--- src/logic/mac_unit_pkg.sv ---
// Constants, field layout and operation codes for the multiply-to-accumulator datapath.
// Assumes a 24-bit instruction word and 16-bit working registers.
`default_nettype none

package mac_unit_pkg;

  // Widths
  localparam int WORD_W = 16;
  localparam int ACC_W = 40;
  localparam int INSTR_W = 24;

  // Instruction field positions
  localparam int F_OPC_LSB = 19;
  localparam int F_SQR_LSB = 18;
  localparam int F_M_LSB = 16;
  localparam int F_ACC_BIT = 15;
  localparam int F_SUB_BIT = 14;
  localparam int F_X_LSB = 12;
  localparam int F_Y_LSB = 10;
  localparam int F_I_LSB = 6;
  localparam int F_J_LSB = 2;
  localparam int F_AA_LSB = 0;

  // Opcode patterns
  localparam logic [4:0] OPC_MAC = 5'h18;
  localparam logic [5:0] OPC_SQR = 6'h3c;
  localparam logic [2:0] M_PFST = 3'h7;
  localparam logic [2:0] M_UNUSED = 3'h3;
  localparam logic [1:0] AA_MULT = 2'h3;
  localparam logic [1:0] AA_SQR = 2'h1;

  // Write-back target codes
  localparam logic [1:0] WB_REG = 2'h0;
  localparam logic [1:0] WB_MEM = 2'h1;
  localparam logic [WORD_W-1:0] WB_STEP = 16'h0002;

  // Prefetch field codes
  localparam logic [3:0] PF_NONE = 4'h4;
  localparam logic [3:0] PF_OFFSET = 4'hc;
  localparam logic [3:0] PTR_BASE_NUM = 4'h8;

  // Rounding and overflow
  localparam logic [ACC_W-1:0] ROUND_ADD = 40'h00_0000_8000;
  localparam int RND_LSB = 16;
  localparam int GUARD_LSB = 31;

  // Core control bit choosing integer mode
  localparam int IF_BIT = 0;

  // Reset values
  localparam logic [ACC_W-1:0] ACC_RST = 40'h00_0000_0000;
  localparam logic [WORD_W-1:0] WORD_RST = 16'h0000;

  typedef enum logic [2:0] {
    OP_NONE = 3'b000,
    OP_MUL = 3'b001,
    OP_SQR = 3'b010,
    OP_NEG = 3'b011,
    OP_SUB = 3'b100,
    OP_PFST = 3'b101
  } op_t;

endpackage : mac_unit_pkg

`default_nettype wire

--- src/logic/mac_multiplier.sv ---
// Signed 16x16 multiplier with fractional scaling and optional negation.
// Assumes operands are stable register values; purely combinational.
`default_nettype none

module mac_multiplier
  import mac_unit_pkg::*;
#(
  parameter int W = WORD_W,
  parameter int AW = ACC_W
) (
  // Operands
  input wire logic [W-1:0] factor_a,
  input wire logic [W-1:0] factor_b,
  // Mode
  input wire logic int_mode,
  input wire logic negate,
  // Result
  output logic [AW-1:0] product
);

  logic signed [2*W-1:0] raw;
  logic [AW-1:0] ext;
  logic [AW-1:0] scaled;

  assign raw = $signed(factor_a) * $signed(factor_b);
  assign ext = {{(AW-2*W){raw[2*W-1]}}, raw};
  assign scaled = int_mode ? ext : {ext[AW-2:0], 1'b0};
  assign product = negate ? ('0 - scaled) : scaled;

endmodule : mac_multiplier

`default_nettype wire

--- src/logic/dsp_mac_multiply_unit.sv ---
// Multiply-to-accumulator execution datapath with dual prefetch and write-back.
// Assumes register values and memory read data arrive in the instruction's cycle.
//
// Overview of operation
// - Plain multiply: signed product, sign-extended to 40 bits, replaces accumulator.
// - Three select bits pick one of six pairs from registers four to seven.
// - X prefetch reads via register 8 or 9, then steps it by signed amount.
// - Register-offset prefetch uses pointer 9 or 11 plus 12, unmodified.
// - Core control bit 0 selects integer or fractional multiplication.
// - Plain multiply decoded from 1100 0mmm A0xx ... with low bits 11.
// - Square variant squares one of registers four to seven into accumulator.
// - Negated multiply stores negative signed product, sign-extended, into accumulator.
// - Negated multiply updates only overflow flags, saturation flags untouched.
// - Multiply, square, multiply-subtract update overflow flags; only multiply-subtract sets saturation flags.
// - Multiply-subtract subtracts sign-extended product from the selected accumulator.
// - Multiply-subtract decoded from 1100 0mmm A1xx; low bits pick write-back.
// - Write-back stores other accumulator rounded to W13 or to memory at W13, +2.
// - Prefetch-and-store accumulator bit names the other accumulator written back.
// - A bit picks accumulator; x,y pick destinations; i,j pick prefetch operations.
// - Prefetch-and-store does no arithmetic and changes no flags.
`default_nettype none

module dsp_mac_multiply_unit
  import mac_unit_pkg::*;
(
  // Clock and reset
  input wire logic mclk,
  input wire logic rst,
  // Instruction from the decoder
  input wire logic instr_valid,
  input wire logic [INSTR_W-1:0] instr,
  input wire logic [WORD_W-1:0] core_control_register,
  // Working register values before this instruction
  input wire logic [WORD_W-1:0] w4,
  input wire logic [WORD_W-1:0] w5,
  input wire logic [WORD_W-1:0] w6,
  input wire logic [WORD_W-1:0] w7,
  input wire logic [WORD_W-1:0] w8,
  input wire logic [WORD_W-1:0] w9,
  input wire logic [WORD_W-1:0] w10,
  input wire logic [WORD_W-1:0] w11,
  input wire logic [WORD_W-1:0] w12,
  input wire logic [WORD_W-1:0] w13,
  // Data memory reads, index 0 X space, index 1 Y space
  output logic [1:0] mem_rd_en,
  output logic [1:0][WORD_W-1:0] mem_rd_addr,
  input wire logic [1:0][WORD_W-1:0] mem_rd_data,
  // Prefetch destination writes, destination 0..3 means W4..W7
  output logic [1:0] pf_we_q,
  output logic [1:0][1:0] pf_dest_q,
  output logic [1:0][WORD_W-1:0] pf_data_q,
  // Pointer register writes
  output logic [1:0] ptr_we_q,
  output logic [1:0][3:0] ptr_num_q,
  output logic [1:0][WORD_W-1:0] ptr_data_q,
  // W13 write and accumulator store to memory
  output logic w13_we_q,
  output logic [WORD_W-1:0] w13_data_q,
  output logic mem_wr_en_q,
  output logic [WORD_W-1:0] mem_wr_addr_q,
  output logic [WORD_W-1:0] mem_wr_data_q,
  // Accumulators
  output logic [ACC_W-1:0] accumulator_a,
  output logic [ACC_W-1:0] accumulator_b,
  // Status flags, saturation cleared by software, bit 0 A, bit 1 B
  input wire logic [1:0] sat_clear,
  output logic acc_a_overflow_flag,
  output logic acc_b_overflow_flag,
  output logic either_acc_overflow_flag,
  output logic acc_a_saturation_flag,
  output logic acc_b_saturation_flag,
  output logic either_acc_saturation_flag
);

  op_t op;
  logic mac_grp;
  logic sqr_grp;
  logic [2:0] mfld;
  logic acc_sel;
  logic sub_bit;
  logic [1:0] aa;
  logic int_mode;

  assign mfld = instr[F_M_LSB+:3];
  assign acc_sel = instr[F_ACC_BIT];
  assign sub_bit = instr[F_SUB_BIT];
  assign aa = instr[F_AA_LSB+:2];
  assign mac_grp = instr[INSTR_W-1:F_OPC_LSB] == OPC_MAC;
  assign sqr_grp = instr[INSTR_W-1:F_SQR_LSB] == OPC_SQR;

  assign op = !instr_valid ? OP_NONE :
              (sqr_grp && !sub_bit && aa == AA_SQR) ? OP_SQR :
              !mac_grp ? OP_NONE :
              (mfld == M_PFST) ? (sub_bit ? OP_NONE : OP_PFST) :
              (mfld == M_UNUSED) ? OP_NONE :
              !sub_bit ? ((aa == AA_MULT) ? OP_MUL : OP_NONE) :
              (aa == AA_MULT) ? OP_NEG : OP_SUB;

  assign int_mode = core_control_register[IF_BIT];

  // Operand selection
  logic [WORD_W-1:0] dsp_reg [4];
  logic [1:0] first_idx;
  logic [1:0] second_idx;
  logic [WORD_W-1:0] first_factor_reg;
  logic [WORD_W-1:0] second_factor_reg;

  assign dsp_reg[0] = w4;
  assign dsp_reg[1] = w5;
  assign dsp_reg[2] = w6;
  assign dsp_reg[3] = w7;
  assign first_idx = (op == OP_SQR) ? mfld[1:0] :
                     mfld[2] ? (mfld[1] ? 2'h2 : 2'h1) : 2'h0;
  assign second_idx = (op == OP_SQR) ? mfld[1:0] :
                      mfld[2] ? ((mfld[1] | mfld[0]) ? 2'h3 : 2'h2) :
                      (mfld[1:0] + 2'h1);
  assign first_factor_reg = dsp_reg[first_idx];
  assign second_factor_reg = dsp_reg[second_idx];

  logic [ACC_W-1:0] product;

  mac_multiplier #(
    .W(WORD_W),
    .AW(ACC_W)
  ) u_mult (
    .factor_a(first_factor_reg),
    .factor_b(second_factor_reg),
    .int_mode(int_mode),
    .negate(op == OP_NEG),
    .product(product)
  );

  // Accumulator arithmetic
  logic [ACC_W-1:0] acc_q [2];
  logic [ACC_W-1:0] target;
  logic [ACC_W:0] diff;
  logic [ACC_W-1:0] result;
  logic is_arith;
  logic wide_ovf;
  logic guard_ovf;
  logic [1:0] hit;

  assign is_arith = op == OP_MUL || op == OP_SQR || op == OP_NEG || op == OP_SUB;
  assign target = acc_q[acc_sel];
  assign diff = {target[ACC_W-1], target} - {product[ACC_W-1], product};
  assign result = (op == OP_SUB) ? diff[ACC_W-1:0] : product;
  assign wide_ovf = (op == OP_SUB) && (diff[ACC_W] ^ diff[ACC_W-1]);
  assign guard_ovf = !((&result[ACC_W-1:GUARD_LSB]) || !(|result[ACC_W-1:GUARD_LSB]));
  assign hit = !is_arith ? 2'h0 : (acc_sel ? 2'h2 : 2'h1);

  // Flags
  logic [1:0] ov_q;
  logic [1:0] ov_d;
  logic [1:0] sat_q;
  logic [1:0] sat_d;
  logic [1:0] sat_set;

  assign ov_d = (ov_q & ~hit) | (hit & {2{guard_ovf}});
  assign sat_set = (op == OP_NEG) ? 2'h0 : (hit & {2{wide_ovf}});
  // Set wins over clear
  assign sat_d = (sat_q & ~sat_clear) | sat_set;

  always_ff @(posedge mclk or posedge rst) begin
    if (rst) begin
      acc_q[0] <= ACC_RST;
      acc_q[1] <= ACC_RST;
      ov_q <= 2'h0;
      sat_q <= 2'h0;
    end else begin
      acc_q[0] <= hit[0] ? result : acc_q[0];
      acc_q[1] <= hit[1] ? result : acc_q[1];
      ov_q <= ov_d;
      sat_q <= sat_d;
    end
  end

  assign accumulator_a = acc_q[0];
  assign accumulator_b = acc_q[1];
  assign acc_a_overflow_flag = ov_q[0];
  assign acc_b_overflow_flag = ov_q[1];
  assign either_acc_overflow_flag = |ov_q;
  assign acc_a_saturation_flag = sat_q[0];
  assign acc_b_saturation_flag = sat_q[1];
  assign either_acc_saturation_flag = |sat_q;

  // Prefetch channels
  logic [1:0][3:0] pf_fld;
  logic [1:0][1:0] pf_dst;
  logic [1:0] pf_go;
  logic [1:0] ptr_go;
  logic [1:0][3:0] ptr_num;
  logic [1:0][WORD_W-1:0] ptr_next;
  logic [WORD_W-1:0] ptr_lo [2];
  logic [WORD_W-1:0] ptr_hi [2];

  assign pf_fld = {instr[F_J_LSB+:4], instr[F_I_LSB+:4]};
  assign pf_dst = {instr[F_Y_LSB+:2], instr[F_X_LSB+:2]};
  assign ptr_lo[0] = w8;
  assign ptr_hi[0] = w9;
  assign ptr_lo[1] = w10;
  assign ptr_hi[1] = w11;

  for (genvar c = 0; c < 2; c++) begin : g_pf
    logic offset;
    logic [WORD_W-1:0] base;
    logic [WORD_W-1:0] step;
    assign offset = pf_fld[c] == PF_OFFSET;
    assign base = pf_fld[c][3] ? ptr_hi[c] : ptr_lo[c];
    assign step = {{(WORD_W-4){pf_fld[c][2]}}, pf_fld[c][2:0], 1'b0};
    assign pf_go[c] = op != OP_NONE && pf_fld[c] != PF_NONE;
    assign mem_rd_en[c] = pf_go[c];
    assign mem_rd_addr[c] = offset ? base + w12 : base;
    assign ptr_go[c] = pf_go[c] && !offset && pf_fld[c][2:0] != 3'h0;
    assign ptr_next[c] = base + step;
    assign ptr_num[c] = PTR_BASE_NUM | {2'h0, c == 1, pf_fld[c][3]};
  end

  always_ff @(posedge mclk or posedge rst) begin
    if (rst) begin
      pf_we_q <= 2'h0;
      pf_dest_q <= '0;
      pf_data_q <= '0;
      ptr_we_q <= 2'h0;
      ptr_num_q <= '0;
      ptr_data_q <= '0;
    end else begin
      pf_we_q <= pf_go;
      pf_dest_q <= pf_dst;
      pf_data_q <= mem_rd_data;
      ptr_we_q <= ptr_go;
      ptr_num_q <= ptr_num;
      ptr_data_q <= ptr_next;
    end
  end

  // Accumulator write-back
  logic [ACC_W-1:0] other_acc;
  logic [ACC_W-1:0] rounded_full;
  logic [WORD_W-1:0] rounded;
  logic wb_go;
  logic wb_mem;

  assign other_acc = acc_q[!acc_sel];
  assign rounded_full = other_acc + ROUND_ADD;
  assign rounded = rounded_full[RND_LSB+:WORD_W];
  assign wb_go = (op == OP_SUB || op == OP_PFST) && (aa == WB_REG || aa == WB_MEM);
  assign wb_mem = aa == WB_MEM;

  always_ff @(posedge mclk or posedge rst) begin
    if (rst) begin
      w13_we_q <= 1'b0;
      w13_data_q <= WORD_RST;
      mem_wr_en_q <= 1'b0;
      mem_wr_addr_q <= WORD_RST;
      mem_wr_data_q <= WORD_RST;
    end else begin
      w13_we_q <= wb_go;
      w13_data_q <= wb_mem ? w13 + WB_STEP : rounded;
      mem_wr_en_q <= wb_go && wb_mem;
      mem_wr_addr_q <= w13;
      mem_wr_data_q <= rounded;
    end
  end
endmodule : dsp_mac_multiply_unit

`default_nettype wire

--- config.mk ---
export PLATFORM = sky130hd
export DESIGN_NAME = dsp_mac_multiply_unit
export DESIGN_NICKNAME = d
export VERILOG_FILES = /design/src/logic/mac_unit_pkg.sv /design/src/logic/mac_multiplier.sv /design/src/logic/dsp_mac_multiply_unit.sv
export SDC_FILE = /design/constraint.sdc
export NUM_CORES = 2
export LEC_CHECK = 0
export ABC_AREA = 1
export BUFFER_PORTS_ARGS = -buffer_cell sky130_fd_sc_hd__buf_2
export CAP_MARGIN = 20
export CORE_ASPECT_RATIO = 0.75
export CORE_MARGIN = 5
export CORE_UTILIZATION = 40
export DETAILED_ROUTE_END_ITERATION = 6
export PLACE_DENSITY = 0.63
export SYNTH_ARGS = -nofsm -noshare
export SYNTH_HDL_FRONTEND = slang
export SYNTH_SLANG_ARGS = --single-unit
--- constraint.sdc ---
create_clock -name mclk -period 17.3 [get_ports mclk]
set_input_delay 0 -clock mclk [delete_from_list [all_inputs] [get_ports mclk]]
set_output_delay 0 -clock mclk [all_outputs]
set_load 0.02 [all_outputs]
### Yosys cells after proc, flatten, opt, wreduce, memory -nomap -nowiden

Index checks and enable logic that the tools add are counted.

* register bits after elaboration: 210
* bits of input ports: 237
* output and inout bits: 250
* logic and storage cells: 131

* bitwise gates (word level): 14
* equal/unequal tests: 15
* mux-type cells: 38
* add/subtract/negate cells: 9
* order comparisons: 4
* reductions and logical operators: 31
* multiply operators: 1

Operator list (count)
* $mux 40: 5
* $mux 16: 9
* $mux 32: 4
* $add 16x16->16: 4
* $bmux 16 s2: 2
* $sub 40x40->41: 1
* $sub 1x40->40 const A: 1
* $add 32x16->32 const B: 1
* $mul 16x16->32: 1
* $mux 3: 8
* $add 16x2->16 const B: 1
* $mux 2: 8
* $logic_and 1x1->1: 11
* $eq 3x2->1 const B: 3
* $eq 3x3->1 const B: 3
* $reduce_and 9->1: 1
* $reduce_bool 3->1: 3
* $reduce_or 9->1: 1
* $and 2x2->2: 4
* $eq 4x4->1 const B: 2
* $ne 4x3->1 const B: 2
* $eq 6x6->1 const B: 1
* $ge 3x3->1 const B: 2
* $logic_not 1->1: 6
* other kinds (16): 28

### Longest topological paths before layout

* depth after elaboration: 26
* gate-level depth with buffers: 68
* gate-level depth less buffers: 66

### By module

From an unflattened synthesis, not the netlist that was laid out.

* cell total of the unflattened synthesis: 4165
* area total of the unflattened synthesis: 28340.9 um2

By module, submodules not included
* dsp_mac_multiply_unit: instances 1, area an instance 15439.8 um2, cells an instance 2240, sequential area each 5230.0 um2
* mac_multiplier: instances 1, area an instance 12901.1 um2, cells an instance 1925, sequential area each 0.0 um2

### Worst setup path after synthesis

OpenSTA, ideal clock, no wires.

* path kind: input to register
* start: input port instr[0]
* end: register with a tool-made name
* stages on the path: 60
* data arrival time: 9.028 ns
* setup slack: 8.154 ns
* required time: 17.183 ns
* library setup time: 0.117 ns
* buffers on the path: 2
* cell sequence: inv_1 nor2_4 inv_2 nor2_4 nand4_4 nand2_2 clkinv_1 clkbuf_1 nor2_1 inv_1 a32oi_1 clkbuf_1 nor2_1 fa_1 inv_1 fa_1 fa_1 fa_1 (+24 left out) a21oi_1 inv_1 nand4_1 nand2_1 nand2_1 nand2_2 nand2_1 nand2_1 nor2_1 nand3_1 nand2_1 nand2_1 nand2_1 nand2_1 nor2_2 nand3_2 nand3_1 nand2_1

RTL lines
* start, declared: line dsp_mac_multiply_unit.sv:31 `input wire logic [INSTR_W-1:0] instr,`

==> results by group <==
Synthesis
  – Multiplexer share of the synthesized area: 0.00363
  – Synth cell count leaders: nand2_1, inv_1, nor2_1
  – Main combinational cell family by area after synthesis: simple AND/OR/NAND/NOR gates
  – Simple-gate share of the synthesized area: 0.296
  – Warnings from Yosys: 0
  – Top post-synthesis cells by area: fa_1, dfrtp_1, nand2_1
  – Proportion of netlist area held by the largest area contributor: 0.194
  – Post-synthesis sequential area ratio: 0.190
  – Synth Area in Adders: 0.272
  – Post-Syn Area: 27600 µm²
  – Most common cell in the netlist: nand2_1
  – Syn_area_per_cell: 6.99 µm²
  – Netlist cell types: 52
  – Post-synthesis xor/xnor area fraction: 0.0327
  – Gate Count Post-Synth: between 3000 and 4000
  – Synthesis-stage register bit count: 209
  – Fraction of registers with async set/reset: 1.00
  – Compound-Gate Fraction of Synth Area: 0.0845
  – EDFF count, synth: 0
  – Top cell type by total area after synthesis: fa_1
  – Main synth FF type: dfrtp_1

Critical path
  – Setup Crit Path Kind: in -> reg
  – Critical path data arrival time: 13.25 ns
  – CP required: 17.73 ns
  – Startpoint types: primary input
  – Crit-path max FO: 36
  – CP peak stage delay: 1.00 ns
  – Endpoint type of the worst setup path: register
  – Most frequent CP cell: nand2_1
  – CP max stage cell: a32oi_1

Outcome
  – Failing checks: negative hold slack
  – Status: finished with violations

Timing
  – Fin. max-slew vios: 0
  – RSZ-0062 raised after global routing: false
  – Final hold violations: 1
  – Setup TNS: 0 ns
  – Min Tclk post-route: roughly 13 ns
  – Share of the clock period used by the worst path: 0.741
  – Setup WS post-layout: 4.48 ns
  – Slew @ Worst Pin: ~1.3 ns
  – Final Skew: 0.0180 ns
  – # setup viols final: 0
  – Hold WS: -0.00368 ns
  – Slew headroom: 0.151
  – Max Fclk: 78.0 MHz

Drt
  – Initial DRC count: 1782
  – Vias: 26100
  – DRC viols: 0
  – Post-Route WL: 84300 µm
  – Via/cell ratio: 4.87
  – DR pass1 iterations: 7
  – DRT antenna net count: 0
  – Routed WL per cell: about 16 µm

Clock tree
  – Post-CTS setup buffer count: 0
  – CTS buffer count: 22
  – Clk_lat worst skew: 0.54 ns
  – Clock sinks: ~210
  – Cts repair resizes: 0
  – CTS tree: built
  – Max clock buf depth: 3
  – Root Buffer: clkbuf_16
  – Reg clk slew, reported paths: 0.06 ns
  – Htree depth: 1

Global routing
  – Met2 usage: 0.368
  – Pin count of the biggest net entering global routing: 140
  – Met1 Track Usage GR: 0.311
  – All-Layer GR Usage: 0.224
  – Initial antenna violation count: 1
  – Number of global-route vias before repair: 25800
  – Total gr overflow: 0
  – Met3 Resource Use GR: 0.0506
  – Busiest grt layer: met2
  – First-pass GRT wire length: 137000 µm

Flow run
  – Max_cap viols: 0

Die
  – Die area: about 74000 µm²
  – Ports: 487
  – Rows: between 80 and 90
  – Initial Utilization: 0.404
  – Core Region: 68300 µm²
  – Die Ht: 237 µm
  – DIE WIDTH: 313 µm

Final layout
  – Final std cells w/o fill: 5362
  – Fill cells: slightly below 7000
  – Share of cells above drive strength 1: 0.168
  – Nets: ~5000
  – Synth-to-Final Area Change: 17.6%

Placement
  – GPL Wtd Cong: about 0.93
  – Placed cell count: 5241
  – Post-Place Worst Slack: 4.54 ns
  – Buffers on Ports: 468
  – Post-DP HPWL: a little under 70000 µm

Hold path
  – Type of the worst min-delay path: in -> reg
routing by layer:
layer / up-vias / part of all wire
met5: - / 0
met3: 85 / 0.077
met4: 0 / 0.016
li1: 13100 / -
met1: 12200 / 0.45
met2: 765 / 0.46
metrics by stage:
step                hold slack [ns]  area [µm²]   util
floorplan                    0.0314       27600      -
finish                     -0.00368       32400  0.475
global placement              0.107       30900  0.452
CTS                        0.000245       32400  0.475
global route                 0.0436       32400  0.475
detailed placement            0.109       30900  0.452
area by class of cell:
type | count | area (µm²) | area share
clock buffer | 30 | 622 | 0.0192
timing repair buffer | 581 | 3390 | 0.105
sequential | 209 | 5230 | 0.161
multi-input combinational | 2859 | 19000 | 0.587
inverter | 780 | 2940 | 0.0905
clock inverter | 9 | 92.6 | 0.00285
antenna | 2 | 5.00 | 0.000154
tap | 892 | 1120 | 0.0344
sequential cells by signal (all words and copies together) (netlist names), 3 cells and up, named ones only:
name / cells
w13_data_q: 16
mem_wr_addr_q: 16
pf_data_q: 32
mem_wr_data_q: 16
pf_dest_q: 4
accumulator_a: 40
ptr_num_q: 3
ptr_data_q: 32
accumulator_b: 40
final timing paths:
path | from | endpoint | slack (ns) | cells after the start
setup reg to reg | accumulator_b[2]$_DFFE_PP0P_ | register | 12.82 | 30
max in group asynchronous | rst | accumulator_b[13]$_DFFE_PP0P_ | 15.50 | 4
min in group asynchronous | rst | pf_dest_q[2]$_DFF_PP0_ | 0.21 | 3
setup / recovery | instr[1] | register | 4.48 | 60
hold / removal | w8[1] | ptr_data_q[1]$_DFF_PP0_ | -0.004 | 4
hold reg to reg | accumulator_b[39]$_DFFE_PP0P_ | accumulator_b[39]$_DFFE_PP0P_ | 0.51 | 2
cells by family after synthesis:
family,Yosys count
DFF,209
other,2
AOI/OAI and AO/OA,412
xor gates and xnor gates,103
muxes,10
and+or+nand+nor,1890
adders and majority gates,440
buffers and inverters,878
placed cells by master (no fill, tap or decap), types with 15 or more instances in the layout:
cell type and n:
a21oi_1 109, a32oi_1 26, buf_2 468, buf_4 33, clkbuf_16 23, dfrtp_1 209, dlygate4sd3_1 80, fa_1 267
ha_1 173, inv_1 749, inv_2 23, nand2_1 1022, nand2_2 50, nand3_1 180, nand3_2 17, nand4_1 41
nor2_1 426, nor2_2 33, nor2_4 15, nor3_1 18, o21ai_0 199, o21bai_1 15, or2_2 58, xnor2_1 23
xor2_1 80
what timing repair did:
action | CTS | global route
hold buffers | 80 | 0
endpoints found under the setup margin | 0 | 0
endpoints found under the hold margin | 230 | 0
worst max-delay path, delay by kind of cell:
family	cells	cell delay (ns)
buffers and inverters	12	2.73
xor gates and xnor gates	1	0.27
adders and majority gates	8	3.79
and+or+nand+nor	34	4.65
AOI/OAI and AO/OA	5	1.76
Power is left out: the tool's default activity adds up to more than one toggle a clock period on the data nets, which glitch-free logic cannot reach.
